`src/hw/pls_pkg.sv`:
```
// Constants, config carrier and the reusable event divider of the synthesizer core

// ----------------------------------------------------------------------------
// Package
// ----------------------------------------------------------------------------
package pls_pkg;
  localparam int        SHIFT_W    = 19;
  localparam int        REF_W      = 14;
  localparam int        MAIN_W     = 11;
  localparam int        SWAL_W     = 7;
  localparam int        PRE_W      = 8;
  localparam int        BITS_W     = 5;
  localparam logic [4:0] BITS_FULL = 5'h13;
  // Word field positions
  localparam int        CTRL_POS   = 0;
  localparam int        REF_LSB    = 1;
  localparam int        REF_MSB    = 14;
  localparam int        PSEL_POS   = 15;
  localparam int        SWAL_LSB   = 1;
  localparam int        SWAL_MSB   = 7;
  localparam int        MAIN_LSB   = 8;
  localparam int        MAIN_MSB   = 18;
  // Reset values of the latches
  localparam logic        PSEL_RST = 1'h0;
  localparam logic [13:0] REF_RST  = 14'h0003;
  localparam logic [10:0] MAIN_RST = 11'h003;
  localparam logic [6:0]  SWAL_RST = 7'h00;
  // Prescaler moduli, standard and high-band variants
  localparam logic [7:0] MOD_BIG_STD   = 8'h80;
  localparam logic [7:0] MOD_SMALL_STD = 8'h40;
  localparam logic [7:0] MOD_BIG_HB    = 8'h40;
  localparam logic [7:0] MOD_SMALL_HB  = 8'h20;
  // Synchroniser lanes
  localparam int SYN_DATA = 0;
  localparam int SYN_SCLK = 1;
  localparam int SYN_LOAD = 2;
  localparam int SYN_POL  = 3;
  localparam int SYN_REF  = 4;
  localparam int SYN_VCO  = 5;
  localparam int SYN_N    = 6;

  typedef struct packed {
    logic        presc_sel;
    logic [13:0] ref_ratio;
    logic [10:0] main_ratio;
    logic [6:0]  swallow;
  } pls_cfg_type;

  localparam pls_cfg_type CFG_RST = pls_cfg_type'({PSEL_RST, REF_RST, MAIN_RST, SWAL_RST});
endpackage : pls_pkg

// ----------------------------------------------------------------------------
// Event divider: one terminal pulse every ratio_i events
// ----------------------------------------------------------------------------
module pls_counter #(
  parameter int W = 8
) (
  input  wire logic         clk_sys_i,
  input  wire logic         nrst_i,
  input  wire logic         ce_i,
  input  wire logic         evt_i,
  input  wire logic [W-1:0] ratio_i,
  output logic              tc_o
);
  logic [W-1:0] cnt_r;
  logic [W-1:0] cnt_nxt;
  logic         tc_nxt;

  // Count events, wrap at ratio minus one
  always_comb begin
    cnt_nxt = cnt_r;
    tc_nxt  = 1'b0;
    if (evt_i) begin
      if (cnt_r >= W'(ratio_i - W'(1))) begin
        cnt_nxt = '0;
        tc_nxt  = 1'b1;
      end else begin
        cnt_nxt = W'(cnt_r + W'(1));
      end
    end
  end

  // Register state
  always_ff @(posedge clk_sys_i) begin
    if (!nrst_i) begin
      cnt_r <= '0;
      tc_o  <= 1'b0;
    end else if (ce_i) begin
      cnt_r <= cnt_nxt;
      tc_o  <= tc_nxt;
    end
  end
endmodule : pls_counter

```
`src/hw/pls_synth_core.sv`:
```
// Serial programming, dividers, phase detector and monitor of the synthesizer core
module pls_synth_core
  import pls_pkg::*;
#(
  parameter logic HIGH_BAND = 1'b0
) (
  input  wire logic clk_sys_i,
  input  wire logic nrst_i,
  input  wire logic ce_i,
  input  wire logic ser_data_i,
  input  wire logic ser_clk_i,
  input  wire logic load_strobe_i,
  input  wire logic polarity_select_i,
  input  wire logic ref_clk_i,
  input  wire logic vco_clk_i,
  output logic      pump_up_o,
  output logic      pump_dn_o,
  output logic      monitor_o
);
  import pls_pkg::*;

  // --------------------------------------------------------------------------
  // Pin synchronisers
  // --------------------------------------------------------------------------
  logic [SYN_N-1:0] pin_w;
  logic [SYN_N-1:0] meta_r;
  logic [SYN_N-1:0] sync_r;
  logic [SYN_N-1:0] prev_r;
  logic [SYN_N-1:0] rise_w;

  // Gather pins into lanes
  assign pin_w = {vco_clk_i, ref_clk_i, polarity_select_i, load_strobe_i, ser_clk_i, ser_data_i};
  assign rise_w = sync_r & ~prev_r;

  // Two flops per lane, then one for edge finding
  always_ff @(posedge clk_sys_i) begin
    if (!nrst_i) begin
      meta_r <= '0;
      sync_r <= '0;
      prev_r <= '0;
    end else if (ce_i) begin
      meta_r <= pin_w;
      sync_r <= meta_r;
      prev_r <= sync_r;
    end
  end

  // --------------------------------------------------------------------------
  // Serial shifter and latches
  // --------------------------------------------------------------------------
  logic [SHIFT_W-1:0] shift_r;
  logic [SHIFT_W-1:0] shift_nxt;
  logic [BITS_W-1:0]  bits_r;
  logic [BITS_W-1:0]  bits_nxt;
  pls_cfg_type        cfg_r;
  pls_cfg_type        cfg_nxt;

  // Shift on clock rise, transfer on strobe rise
  always_comb begin
    shift_nxt = shift_r;
    bits_nxt  = bits_r;
    cfg_nxt   = cfg_r;
    if (rise_w[SYN_SCLK]) begin
      shift_nxt = {shift_r[SHIFT_W-2:0], sync_r[SYN_DATA]};
      if (bits_r != BITS_FULL) begin
        bits_nxt = BITS_W'(bits_r + 5'h01);
      end
    end
    if (rise_w[SYN_LOAD]) begin
      bits_nxt = '0; // Short word is discarded
      if (bits_r == BITS_FULL) begin
        if (shift_r[CTRL_POS]) begin
          cfg_nxt.ref_ratio = shift_r[REF_MSB:REF_LSB];
          cfg_nxt.presc_sel = shift_r[PSEL_POS];
        end else begin
          cfg_nxt.swallow    = shift_r[SWAL_MSB:SWAL_LSB];
          cfg_nxt.main_ratio = shift_r[MAIN_MSB:MAIN_LSB];
        end
      end
    end
  end

  // Register shifter state
  always_ff @(posedge clk_sys_i) begin
    if (!nrst_i) begin
      shift_r <= '0;
      bits_r  <= '0;
      cfg_r   <= CFG_RST;
    end else if (ce_i) begin
      shift_r <= shift_nxt;
      bits_r  <= bits_nxt;
      cfg_r   <= cfg_nxt;
    end
  end

  // --------------------------------------------------------------------------
  // Reference and RF dividers
  // --------------------------------------------------------------------------
  logic             ref_tc;
  logic             presc_tc;
  logic             main_tc;
  logic [PRE_W-1:0] mod_w;
  logic [PRE_W-1:0] presc_load;
  logic [SWAL_W-1:0] swal_left_r;
  logic [SWAL_W-1:0] swal_left_nxt;

  // Modulus pair from select bit and variant
  always_comb begin
    if (!cfg_r.presc_sel) begin
      mod_w = HIGH_BAND ? MOD_BIG_HB : MOD_BIG_STD;
    end else begin
      mod_w = HIGH_BAND ? MOD_SMALL_HB : MOD_SMALL_STD;
    end
    presc_load = (swal_left_r != '0) ? PRE_W'(mod_w + 8'h01) : mod_w;
  end

  // Reference divider
  pls_counter #(.W(REF_W)) u_ref_div (
    .clk_sys_i (clk_sys_i),
    .nrst_i    (nrst_i),
    .ce_i      (ce_i),
    .evt_i     (rise_w[SYN_REF]),
    .ratio_i   (cfg_r.ref_ratio),
    .tc_o      (ref_tc)
  );

  // Dual-modulus prescaler
  pls_counter #(.W(PRE_W)) u_presc (
    .clk_sys_i (clk_sys_i),
    .nrst_i    (nrst_i),
    .ce_i      (ce_i),
    .evt_i     (rise_w[SYN_VCO]),
    .ratio_i   (presc_load),
    .tc_o      (presc_tc)
  );

  // Main programmable counter
  pls_counter #(.W(MAIN_W)) u_main (
    .clk_sys_i (clk_sys_i),
    .nrst_i    (nrst_i),
    .ce_i      (ce_i),
    .evt_i     (presc_tc),
    .ratio_i   (cfg_r.main_ratio),
    .tc_o      (main_tc)
  );

  // Swallow count: reload per main cycle, spend one per prescaler cycle
  always_comb begin
    swal_left_nxt = swal_left_r;
    if (main_tc) begin
      swal_left_nxt = cfg_r.swallow;
    end else if (presc_tc && swal_left_r != '0) begin
      swal_left_nxt = SWAL_W'(swal_left_r - 7'h01);
    end
  end

  // Register swallow state
  always_ff @(posedge clk_sys_i) begin
    if (!nrst_i) begin
      swal_left_r <= SWAL_RST;
    end else if (ce_i) begin
      swal_left_r <= swal_left_nxt;
    end
  end

  // --------------------------------------------------------------------------
  // Phase detector, pump outputs and monitor
  // --------------------------------------------------------------------------
  logic up_r;
  logic up_nxt;
  logic dn_r;
  logic dn_nxt;
  logic pump_up_nxt;
  logic pump_dn_nxt;
  logic monitor_nxt;

  // Frequency-phase detector; both high clears, new edge wins over clear
  always_comb begin
    if (up_r && dn_r) begin
      up_nxt = ref_tc;
      dn_nxt = main_tc;
    end else begin
      up_nxt = up_r | ref_tc;
      dn_nxt = dn_r | main_tc;
    end
    pump_up_nxt = sync_r[SYN_POL] ? up_r : dn_r;
    pump_dn_nxt = sync_r[SYN_POL] ? dn_r : up_r;
    monitor_nxt = sync_r[SYN_POL] ? ref_tc : main_tc;
  end

  // Register detector and outputs
  always_ff @(posedge clk_sys_i) begin
    if (!nrst_i) begin
      up_r      <= 1'b0;
      dn_r      <= 1'b0;
      pump_up_o <= 1'b0;
      pump_dn_o <= 1'b0;
      monitor_o <= 1'b0;
    end else if (ce_i) begin
      up_r      <= up_nxt;
      dn_r      <= dn_nxt;
      pump_up_o <= pump_up_nxt;
      pump_dn_o <= pump_dn_nxt;
      monitor_o <= monitor_nxt;
    end
  end

  logic [REF_W-1:0]  ref_seen_r;
  logic [MAIN_W-1:0] main_seen_r;
  logic              ref_moved_r;
  logic              main_moved_r;

  // Helper counts of divider input events since the last terminal pulse
  always_ff @(posedge clk_sys_i) begin
    if (!nrst_i) begin
      ref_seen_r   <= '0;
      main_seen_r  <= '0;
      ref_moved_r  <= 1'b0;
      main_moved_r <= 1'b0;
    end else if (ce_i) begin
      // A ratio change spoils the period in flight; set wins over clear
      ref_moved_r  <= (cfg_nxt.ref_ratio != cfg_r.ref_ratio) || (ref_moved_r && !ref_tc);
      main_moved_r <= (cfg_nxt.main_ratio != cfg_r.main_ratio) || (main_moved_r && !main_tc);
      if (ref_tc) begin
        ref_seen_r <= REF_W'(rise_w[SYN_REF]);
      end else if (rise_w[SYN_REF]) begin
        ref_seen_r <= REF_W'(ref_seen_r + 14'h0001);
      end
      if (main_tc) begin
        main_seen_r <= MAIN_W'(presc_tc);
      end else if (presc_tc) begin
        main_seen_r <= MAIN_W'(main_seen_r + 11'h001);
      end
    end
  end
endmodule : pls_synth_core

```
`config.mk`:
```
export PLATFORM = sky130hd
export DESIGN_NAME = pls_synth_core
export DESIGN_NICKNAME = d
export VERILOG_FILES = /design/src/hw/pls_pkg.sv /design/src/hw/pls_synth_core.sv
export SDC_FILE = /design/constraint.sdc
export NUM_CORES = 1
export LEC_CHECK = 0
export BUFFER_PORTS_ARGS = -buffer_cell sky130_fd_sc_hd__buf_4
export CAP_MARGIN = 20
export CORE_ASPECT_RATIO = 1.25
export CORE_MARGIN = 4
export CORE_UTILIZATION = 50
export CTS_CLUSTER_SIZE = 14
export DETAILED_ROUTE_END_ITERATION = 8
export GPL_TIMING_DRIVEN = 0
export PLACE_DENSITY_LB_ADDON = 0.1
export SLEW_MARGIN = 20
export SYNTH_ARGS = -nofsm -noshare
export SYNTH_HDL_FRONTEND = slang
export SYNTH_SLANG_ARGS = --single-unit
```
`constraint.sdc`:
```
create_clock -name clk_sys_i -period 3.5 [get_ports clk_sys_i]
set_input_delay 0.175 -clock clk_sys_i [delete_from_list [all_inputs] [get_ports clk_sys_i]]
set_output_delay 0.175 -clock clk_sys_i [all_outputs]
set_load 0.01 [all_outputs]
```
# == Word level (Yosys, flattened, before mapping) ==
# Index checks and enable logic that the tools add are counted.
# totals
out_inout_bits,3
elab_cells,75
regBits,123
inputBits,9
# op_classes
n_eq_ne,2
mux,21
n_reduce_logical,14
n_addsub,9
n_lt_le_gt_ge,3
bitwise,5
# ops
cell,count
$mux W8,3
$add A8 B1 Y8 const B,2
$mux W5,3
$add A14 B1 Y14 const B,1
$ge A14 B14 Y1,1
$mux W14,1
$mux W7,2
$sub A14 B1 Y14 const B,1
$add A11 B1 Y11 const B,1
$ge A11 B11 Y1,1
$mux W1,11
$mux W11,1
$sub A11 B1 Y11 const B,1
$reduce_and A2 Y1,5
$ge A8 B8 Y1,1
$reduce_and A4 Y1,2
$sub A8 B1 Y8 const B,1
$reduce_bool A7 Y1,1
$sub A7 B1 Y7 const B,1
$and A6 B6 Y6,1
$not A6 Y6,1
$reduce_bool A2 Y1,3
$add A5 B1 Y5 const B,1
$eq A5 B5 Y1 const B,1
5 further kinds,7

# == Logic depth before layout (Yosys ltp) ==
# Gate-level depths: netlist of run 1.
# depth
ltp_word,7
mapped_depth,12

# == Modules after synthesis ==
# A second synthesis of run 1 with hierarchy kept.
# unflattened
hier_cells,701
hier_area_um2,6516.2
# by_module_without_submodules
module,area_each_um2,cells_each,n_inst
pls_synth_core,3562.2,363,1
pls_counter at u_ref_div,1207.4,145,1
pls_counter at u_main,1038.5,113,1
pls_counter at u_presc,708.2,80,1

# == Least setup slack after synthesis of run 1 ==
# Ideal clock, no wire load.
# synth_path
path_kind,flip-flop to flip-flop
startpoint,reg swal_left_r[0]
endpoint,reg u_presc.tc_o
stages_incl_launch_ff,12
setup_ps,115
period_less_slack_ps,2965
path_slack_ps,535
required_time_ps,3385
n_path_buf,0
arrival_ps,2850
path_cell_list,dfxtp_1 -> inv_1 -> ha_1 -> or3b_4 -> or4_4 -> inv_2 -> ha_1 -> nand2b_1 -> a21o_1 -> a2111oi_2 -> nor3_1 -> o21a_1
# synth_between
elab_chain_len,6
# synth_lines
element,line_no,source
"start, declared",pls_synth_core.sv:104,logic [SWAL_W-1:0] swal_left_r;
"start signal, assigned",pls_synth_core.sv:162,swal_left_r <= swal_left_nxt;
$reduce_bool A7 Y1,pls_synth_core.sv:114,presc_load = (swal_left_r != '0) ? PRE_W'(mod_w + 8'h01) : mod_w;
$mux W8,pls_synth_core.sv:114,
$sub A8 B1 Y8,pls_pkg.sv:74,if (cnt_r >= W'(ratio_i - W'(1))) begin
$ge A8 B8 Y1,pls_pkg.sv:74,
$mux W1,pls_pkg.sv:74,
$mux W1,pls_pkg.sv:73,if (evt_i) begin
"end signal, assigned",pls_pkg.sv:90,tc_o <= tc_nxt;
"end, declared",pls_pkg.sv:63,output logic tc_o
# No other way between the ends.
# A chain may end at the register's enable or synchronous reset.

# == Worst setup path in the final report of run 1 ==
# Ends and elaborated chain as after synthesis.

==> impl_metrics.toml, run 1 <==
[detailed_routing]
vias_per_cell = 5.45
antenna_left = 0
dr.pass1.iters = 5
drt-total-wl_um = 13500
vias = 4878
drt_iter0_drc = 203
route.detailed.drc = 0
routedWlPerCell_um = 15.1

[layout]
final_util_pct = 59.4
drive_gt1_share_pct = 7.90
fillCellCount = 1084
insertedDiodeCount = 0
final-seq-area_um2 = 2420
stdcell_area_um2 = 6940
nets = 771
areaGrowthSynthToFinish_pct = 15.5
multi_input_area_um2 = 3390

[clock_network]
cts_setup_buffers = 0
cts_tree = "done"
htreeDepth = 4
clk_pin_slew_worst_paths_ns = 0.05
cts_made_buffers = 17
clock_path_buffers = 2
cts.sinks = 121
clk_latency_ns = 0.42
root_buffer = "clkbuf_16"

[global_route]
grt_max_degree = 17
grt_pass1_wl_um = 22600
track_usage_pct = 20.5
grt_antenna_before_repair = 0
grt_pass1_vias = 4816
overflow = 0

[synthesis]
yosysUniqueCellTypes = 58
yosys_warnings = 0
synthFlopType = "dfxtp_1"
synth_fp_nets = 740
avgSynthCellArea_um2 = 8.71
synth_edf_count = 0
async_reset_ff_share_pct = 0
ys_ff_latch = 121
synth_area_leaders = "dfxtp_1 40%, ha_1 8.5%, mux2i_1 8.3%, nor2_1 5.2%, nand2_1 5.1%"
synthCells = 690
ys_top_cells_by_count = "121 x dfxtp_1, 84 x nor2_1, 82 x nand2_1"
synth_top_cell_by_area = "dfxtp_1"
yosysSeqAreaShare_pct = 40.3
synth.most_common_cell = "dfxtp_1"
yosysTopAreaCellShare_pct = 40.3
synth_area_um2 = 6010

[sta]
setup_violations = 0
skew_ns = 0.0156
setup_tns_ns = 0
rsz0062_at_grt = "false"
timing.final.crit_share_pct = 94.2
tightest_slew_ns = 0.741
finalHoldViolCount = 0
maxSlewViolCount = 0
finalCriticalPeriod_ns = 3.30
slew_headroom_pct = 50.6
hold_ws_ns = 0.00146
fmax_mhz = 303

[die]
fp.dieArea_um2 = 13800
num_rows = 44
io_pins = 12
start_util_pct = 51.5
die_x_um = 106
coreArea_um2 = 11700
die_h_um = 131

[setup_path]
r2r-end = "u_presc.tc_o$_SDFFE_PN0P_"
path_delay_family = "simple AND/OR/NAND/NOR gates"
ff2ff_path_depth = 11
crit_slowest_cell = "a2111oi_2"
end_kind = "register"
crit_required_ns = 3.81
reg2reg_slack_ns = 0.20
crit_path_max_incr_delay_ns = 0.58
cp_max_fo = 8
crit_type = "reg -> reg"
arrival_ns = 3.61
critPathBufInv = 2
worstPathCellList = "inv_1 > ha_1 > or3b_4 > or4_4 > inv_2 > ha_1 > nand2b_1 > a21o_1 > a2111oi_2 > nor3_2 > o21a_1"
reg2reg_from = "swal_left_r[0]$_SDFFE_PN0P_"
cp_common_cell = "ha_1"
crit_path_start_kind = "register"

[status]
status = "complete, no violations"

[power]
peakVddDrop_mv = 0.294
p_sw_share_pct = 20.3
p_total_mw = 3.36
p_seq_share_pct = 41.8
comb_power_share_pct = 3.1
power_switching_mw = 0.681
power.leakage_nw = 2.77
power_frac_clock_pct = 55.1
cell_internal_pwr_mw = 2.68
p_per_area_nw_per_um2 = 484

[min_path]
min_from = "ser_data_i"
hold_end = "meta_r[0]$_SDFFE_PN0P_"
hold_class = "in -> reg"
hold_depth = 3

[run]
maxCapViolations = 0

[placement]
portBuffers = 9
dpl_cell_area_um2 = 6280
hpwl_um = 9670
gp_congestion = 0.835
## power by group through the flow
stage / combinational (mW) / clock [mW] / sequential [mW]
after CTS: 0.105 / 1.87 / 1.40
final: 0.104 / 1.85 / 1.40
after detailed placement: 0.102 / 0 / 1.43
after floorplan: 0.0686 / 0 / 1.43
after global routing: 0.117 / 1.94 / 1.40
after global placement: 0.0996 / 0 / 1.43
## layer usage
| metal | track usage [%] | up-vias | share of wire [%] |
|---|---|---|---|
| li1 | - | 2494 | - |
| met1 | 23.8 | 2290 | 44 |
| met2 | 36.7 | 76 | 50 |
| met3 | 4.13 | 18 | 3.4 |
| met4 | 8.92 | 0 | 1.7 |
| met5 | 0 | - | 0 |
## worst min-delay path, cell delays in order
cell and delay [ns]:
buf_4 0.08, mux2i_1 0.06, nor2_1 0.07
## registers in the layout, indices dropped and copies added, names as in the netlist
name,flops
u_main.tc_o,1
bits_r,5
u_ref_div.cnt_r,14
pump_up_o,1
shift_r,19
prev_r,4
pump_dn_o,1
cfg_r,33
up_r,1
sync_r,6
u_ref_div.tc_o,1
meta_r,6
swal_left_r,7
monitor_o,1
u_presc.cnt_r,8
u_presc.tc_o,1
u_main.cnt_r,11
dn_r,1
## cell type report
type | instances | area share [%]
multi-input cells | 519 | 48.8
flip-flops and latches | 121 | 34.9
clock buffers | 25 | 7.00
well taps | 161 | 2.90
clock inverters | 7 | 2.00
plain buffers | 28 | 1.73
repair buffers | 12 | 1.41
inverters | 22 | 1.19
## stage by stage
| stage | instances | setup slack, ns |
|---|---|---|
| final | 895 | 0.203 |
| after floorplan | 690 | 0.535 |
| after global placement | 860 | 0.211 |
| after global routing | 895 | 0.0518 |
| after CTS | 895 | 0.174 |
| after detailed placement | 860 | 0.208 |
## worst max-delay path by stage
stage / startpoint / end / slack [ns] / depth (start not counted)
2_1_floorplan: swal_left_r[0]$_SDFFE_PN0P_ / u_presc.tc_o$_SDFFE_PN0P_ / 0.54 / 11
3_3_place_gp: swal_left_r[0]$_SDFFE_PN0P_ / u_presc.tc_o$_SDFFE_PN0P_ / 0.21 / 11
3_5_place_dp: swal_left_r[0]$_SDFFE_PN0P_ / u_presc.tc_o$_SDFFE_PN0P_ / 0.21 / 11
4_1_cts: swal_left_r[0]$_SDFFE_PN0P_ / u_presc.tc_o$_SDFFE_PN0P_ / 0.17 / 11
5_1_grt: swal_left_r[0]$_SDFFE_PN0P_ / u_presc.tc_o$_SDFFE_PN0P_ / 0.05 / 11
6_report: swal_left_r[0]$_SDFFE_PN0P_ / u_presc.tc_o$_SDFFE_PN0P_ / 0.20 / 11
## repair_timing
item | CTS | global route
hold endpoints to repair | 3 | 0
setup endpoints to repair | 0 | 1
gates resized for setup | 0 | 1
hold buffers | 3 | 0
## logic make-up after synthesis
family	share of synthesized area [%]
and+or+nand+nor	22.2
DFF	40.3
AOI/OAI and AO/OA	10.4
muxes	8.52
buffers and inverters	3.37
xor gates and xnor gates	6.71
adders and majority gates	8.54
## placed cells by master (no fill, tap or decap), types with 6 or more instances in the layout
cell type and instances:
dfxtp_1 121, xnor2_1 20, buf_4 11, nor3_1 31, o21ai_0 16, nand4_1 14, ha_1 41, xor2_1 26
clkbuf_16 17, and3_1 8, nand3_1 21, nand2_1 82, mux2i_1 50, inv_1 20, a21oi_1 42, nor2_1 84
buf_2 6, nor4_1 6, clkbuf_1 24
Power figures use the tool's default switching activity.
==> run 2, diff against run 1 <==
BUFFER_PORTS_ARGS = -buffer_cell sky130_fd_sc_hd__clkbuf_2   (was -buffer_cell sky130_fd_sc_hd__buf_4)
CORE_UTILIZATION = 40   (was 50)
==> impl_metrics.toml, run 2 (synthesis results as in run 1) <==
[placement]
hpwl_um = 10100
gp_congestion = 0.845
dp_slack_ns = 0.211
portBuffers = 9

[sta]
fmax_mhz = 308
setup_tns_ns = 0
rsz0062_at_grt = "false"
timing.final.crit_share_pct = 92.8
tightest_slew_ns = 0.745
postLayoutSetupSlackWorst_ns = 0.252
finalCriticalPeriod_ns = 3.25
setup_violations = 0
skew_ns = 0.00621
maxSlewViolCount = 0
finalHoldViolCount = 0
slew_headroom_pct = 50.4

[detailed_routing]
routedWlPerCell_um = 15.1
route.detailed.drc = 0
vias = 4889
drt_iter0_drc = 296
dr.pass1.iters = 6
vias_per_cell = 5.35
drt-total-wl_um = 13800
antenna_left = 0

[setup_path]
reg2reg_slack_ns = 0.25
worstPathCellList = "inv_1 > ha_1 > or3b_4 > or4_4 > ha_1 > inv_1 > ha_1 > o2111ai_1 > nor3_1 > o21a_1"
cp_max_fo = 8
crit_type = "reg -> reg"
crit_required_ns = 3.86
crit_slowest_cell = "nor3_1"
arrival_ns = 3.60
cp_common_cell = "ha_1"
crit_path_max_incr_delay_ns = 0.61
end_kind = "register"
crit_path_start_kind = "register"

[power]
p_per_area_nw_per_um2 = 496
power.leakage_nw = 2.80
p_seq_share_pct = 40.3
cell_internal_pwr_mw = 2.77
comb_power_share_pct = 3.0
power_switching_mw = 0.708
p_sw_share_pct = 20.4
power_frac_clock_pct = 56.7
p_total_mw = 3.48
peakVddDrop_mv = 0.310

[clock_network]
cts.sinks = 121
cts_made_buffers = 17
clk_latency_ns = 0.42
clock_path_buffers = 2
cts_tree = "done"
cts_setup_buffers = 0
htreeDepth = 4
root_buffer = "clkbuf_16"
clk_pin_slew_worst_paths_ns = 0.05

[layout]
final_util_pct = 48.1
areaGrowthSynthToFinish_pct = 16.7
regMostFlops = "cfg_r"
final_common_cell = "dfxtp_1"
insertedDiodeCount = 0
drive_gt1_share_pct = 8.29
top_regs = "cfg_r x33, shift_r x19, u_ref_div.cnt_r x14"
nets = 773
largest_reg_flops = 33
layout.cells.most_common_list = "121 x dfxtp_1, 84 x nor2_1, 82 x nand2_1"

[die]
start_util_pct = 41.2
fp.dieArea_um2 = 17100
die_x_um = 118
io_pins = 12
num_rows = 49
coreArea_um2 = 14600
die_h_um = 145

[global_route]
overflow = 0
grt_pass1_vias = 4855
grt_pass1_wl_um = 23500
grt_antenna_before_repair = 0
grt_max_degree = 17
track_usage_pct = 16.9

[min_path]
hold_class = "in -> reg"

[status]
status = "complete, no violations"

[run]
maxCapViolations = 0
==> run 2: cell types whose count changed in the layout (fill, tap and decap cells not counted), moves of 2 or more <==
cell,previous run,this run
buf_4,11,2
clkbuf_2,0,9
clkbuf_1,24,20
clkinv_4,1,3
dlygate4sd3_1,3,5
==> run 2: metal layers <==
| metal | wire [µm] | track usage [%] | share of wire (%) | vias to the layer above |
|---|---|---|---|---|
| met1 | 6450 | 20.6 | 47 | 2333 |
| met2 | 6840 | 29.0 | 50 | 44 |
| li1 | - | - | - | 2493 |
| met5 | 0 | 0 | 0 | - |
| met3 | 291 | 3.89 | 2.1 | 19 |
| met4 | 210 | 6.04 | 1.5 | 0 |
==> run 2: worst paths after layout <==
check	cells past startpoint	from	end
worst min register to register	2	sync_r[0]$_SDFFE_PN0P_	shift_r[0]$_SDFFE_PN0P_
worst min-delay path	3	load_strobe_i	meta_r[2]$_SDFFE_PN0P_
worst max register to register	10	swal_left_r[0]$_SDFFE_PN0P_	u_presc.tc_o$_SDFFE_PN0P_
worst max-delay path	10	swal_left_r[0]$_SDFFE_PN0P_	u_presc.tc_o$_SDFFE_PN0P_
==> run 2: per-stage QoR <==
step           cells  hold slack, ns  instance area [µm²]
6_report         914          0.0232                 7010
5_1_grt          914          0.0267                 7010
4_1_cts          914         0.00474                 7000
3_5_place_dp     877           0.420                 6280
3_3_place_gp     877           0.412                 6280
2_1_floorplan    690           0.322                 6010
==> run 2: cell type report <==
| type | instances | area, µm² |
|---|---|---|
| fillers | 1431 | 7580 |
| multi-input cells | 519 | 3400 |
| flip-flops and latches | 121 | 2420 |
| clock buffers | 22 | 484 |
| well taps | 178 | 223 |
| clock inverters | 10 | 189 |
| plain buffers | 28 | 120 |
| repair buffers | 14 | 95.1 |
| inverters | 22 | 82.6 |
==> run 2: critical path, delay by kind of cell (launching register included) <==
family,cells,cell delay (ns)
AND/OR/NAND/NOR,3,1.53
adder cells (fa/ha/maj),3,0.77
AO/OA/AOI/OAI,2,0.43
flip-flops,1,0.32
buffers and inverters,2,0.15
==> run 2: power by group through the flow <==
stage                     registers [mW]  logic [mW]  clock network, mW
final                               1.40       0.104               1.97
after global routing                1.40       0.116               2.08
after CTS                           1.40       0.105               2.01
after detailed placement            1.43       0.101                  0
after global placement              1.43      0.0986                  0
after floorplan                     1.43      0.0686                  0
==> run 2: timing repair <==
action | 4_1_cts | 5_1_grt
setup endpoints to repair | 0 | 3
hold endpoints to repair | 5 | 0
gates resized for setup | 0 | 1
hold buffers | 5 | 0
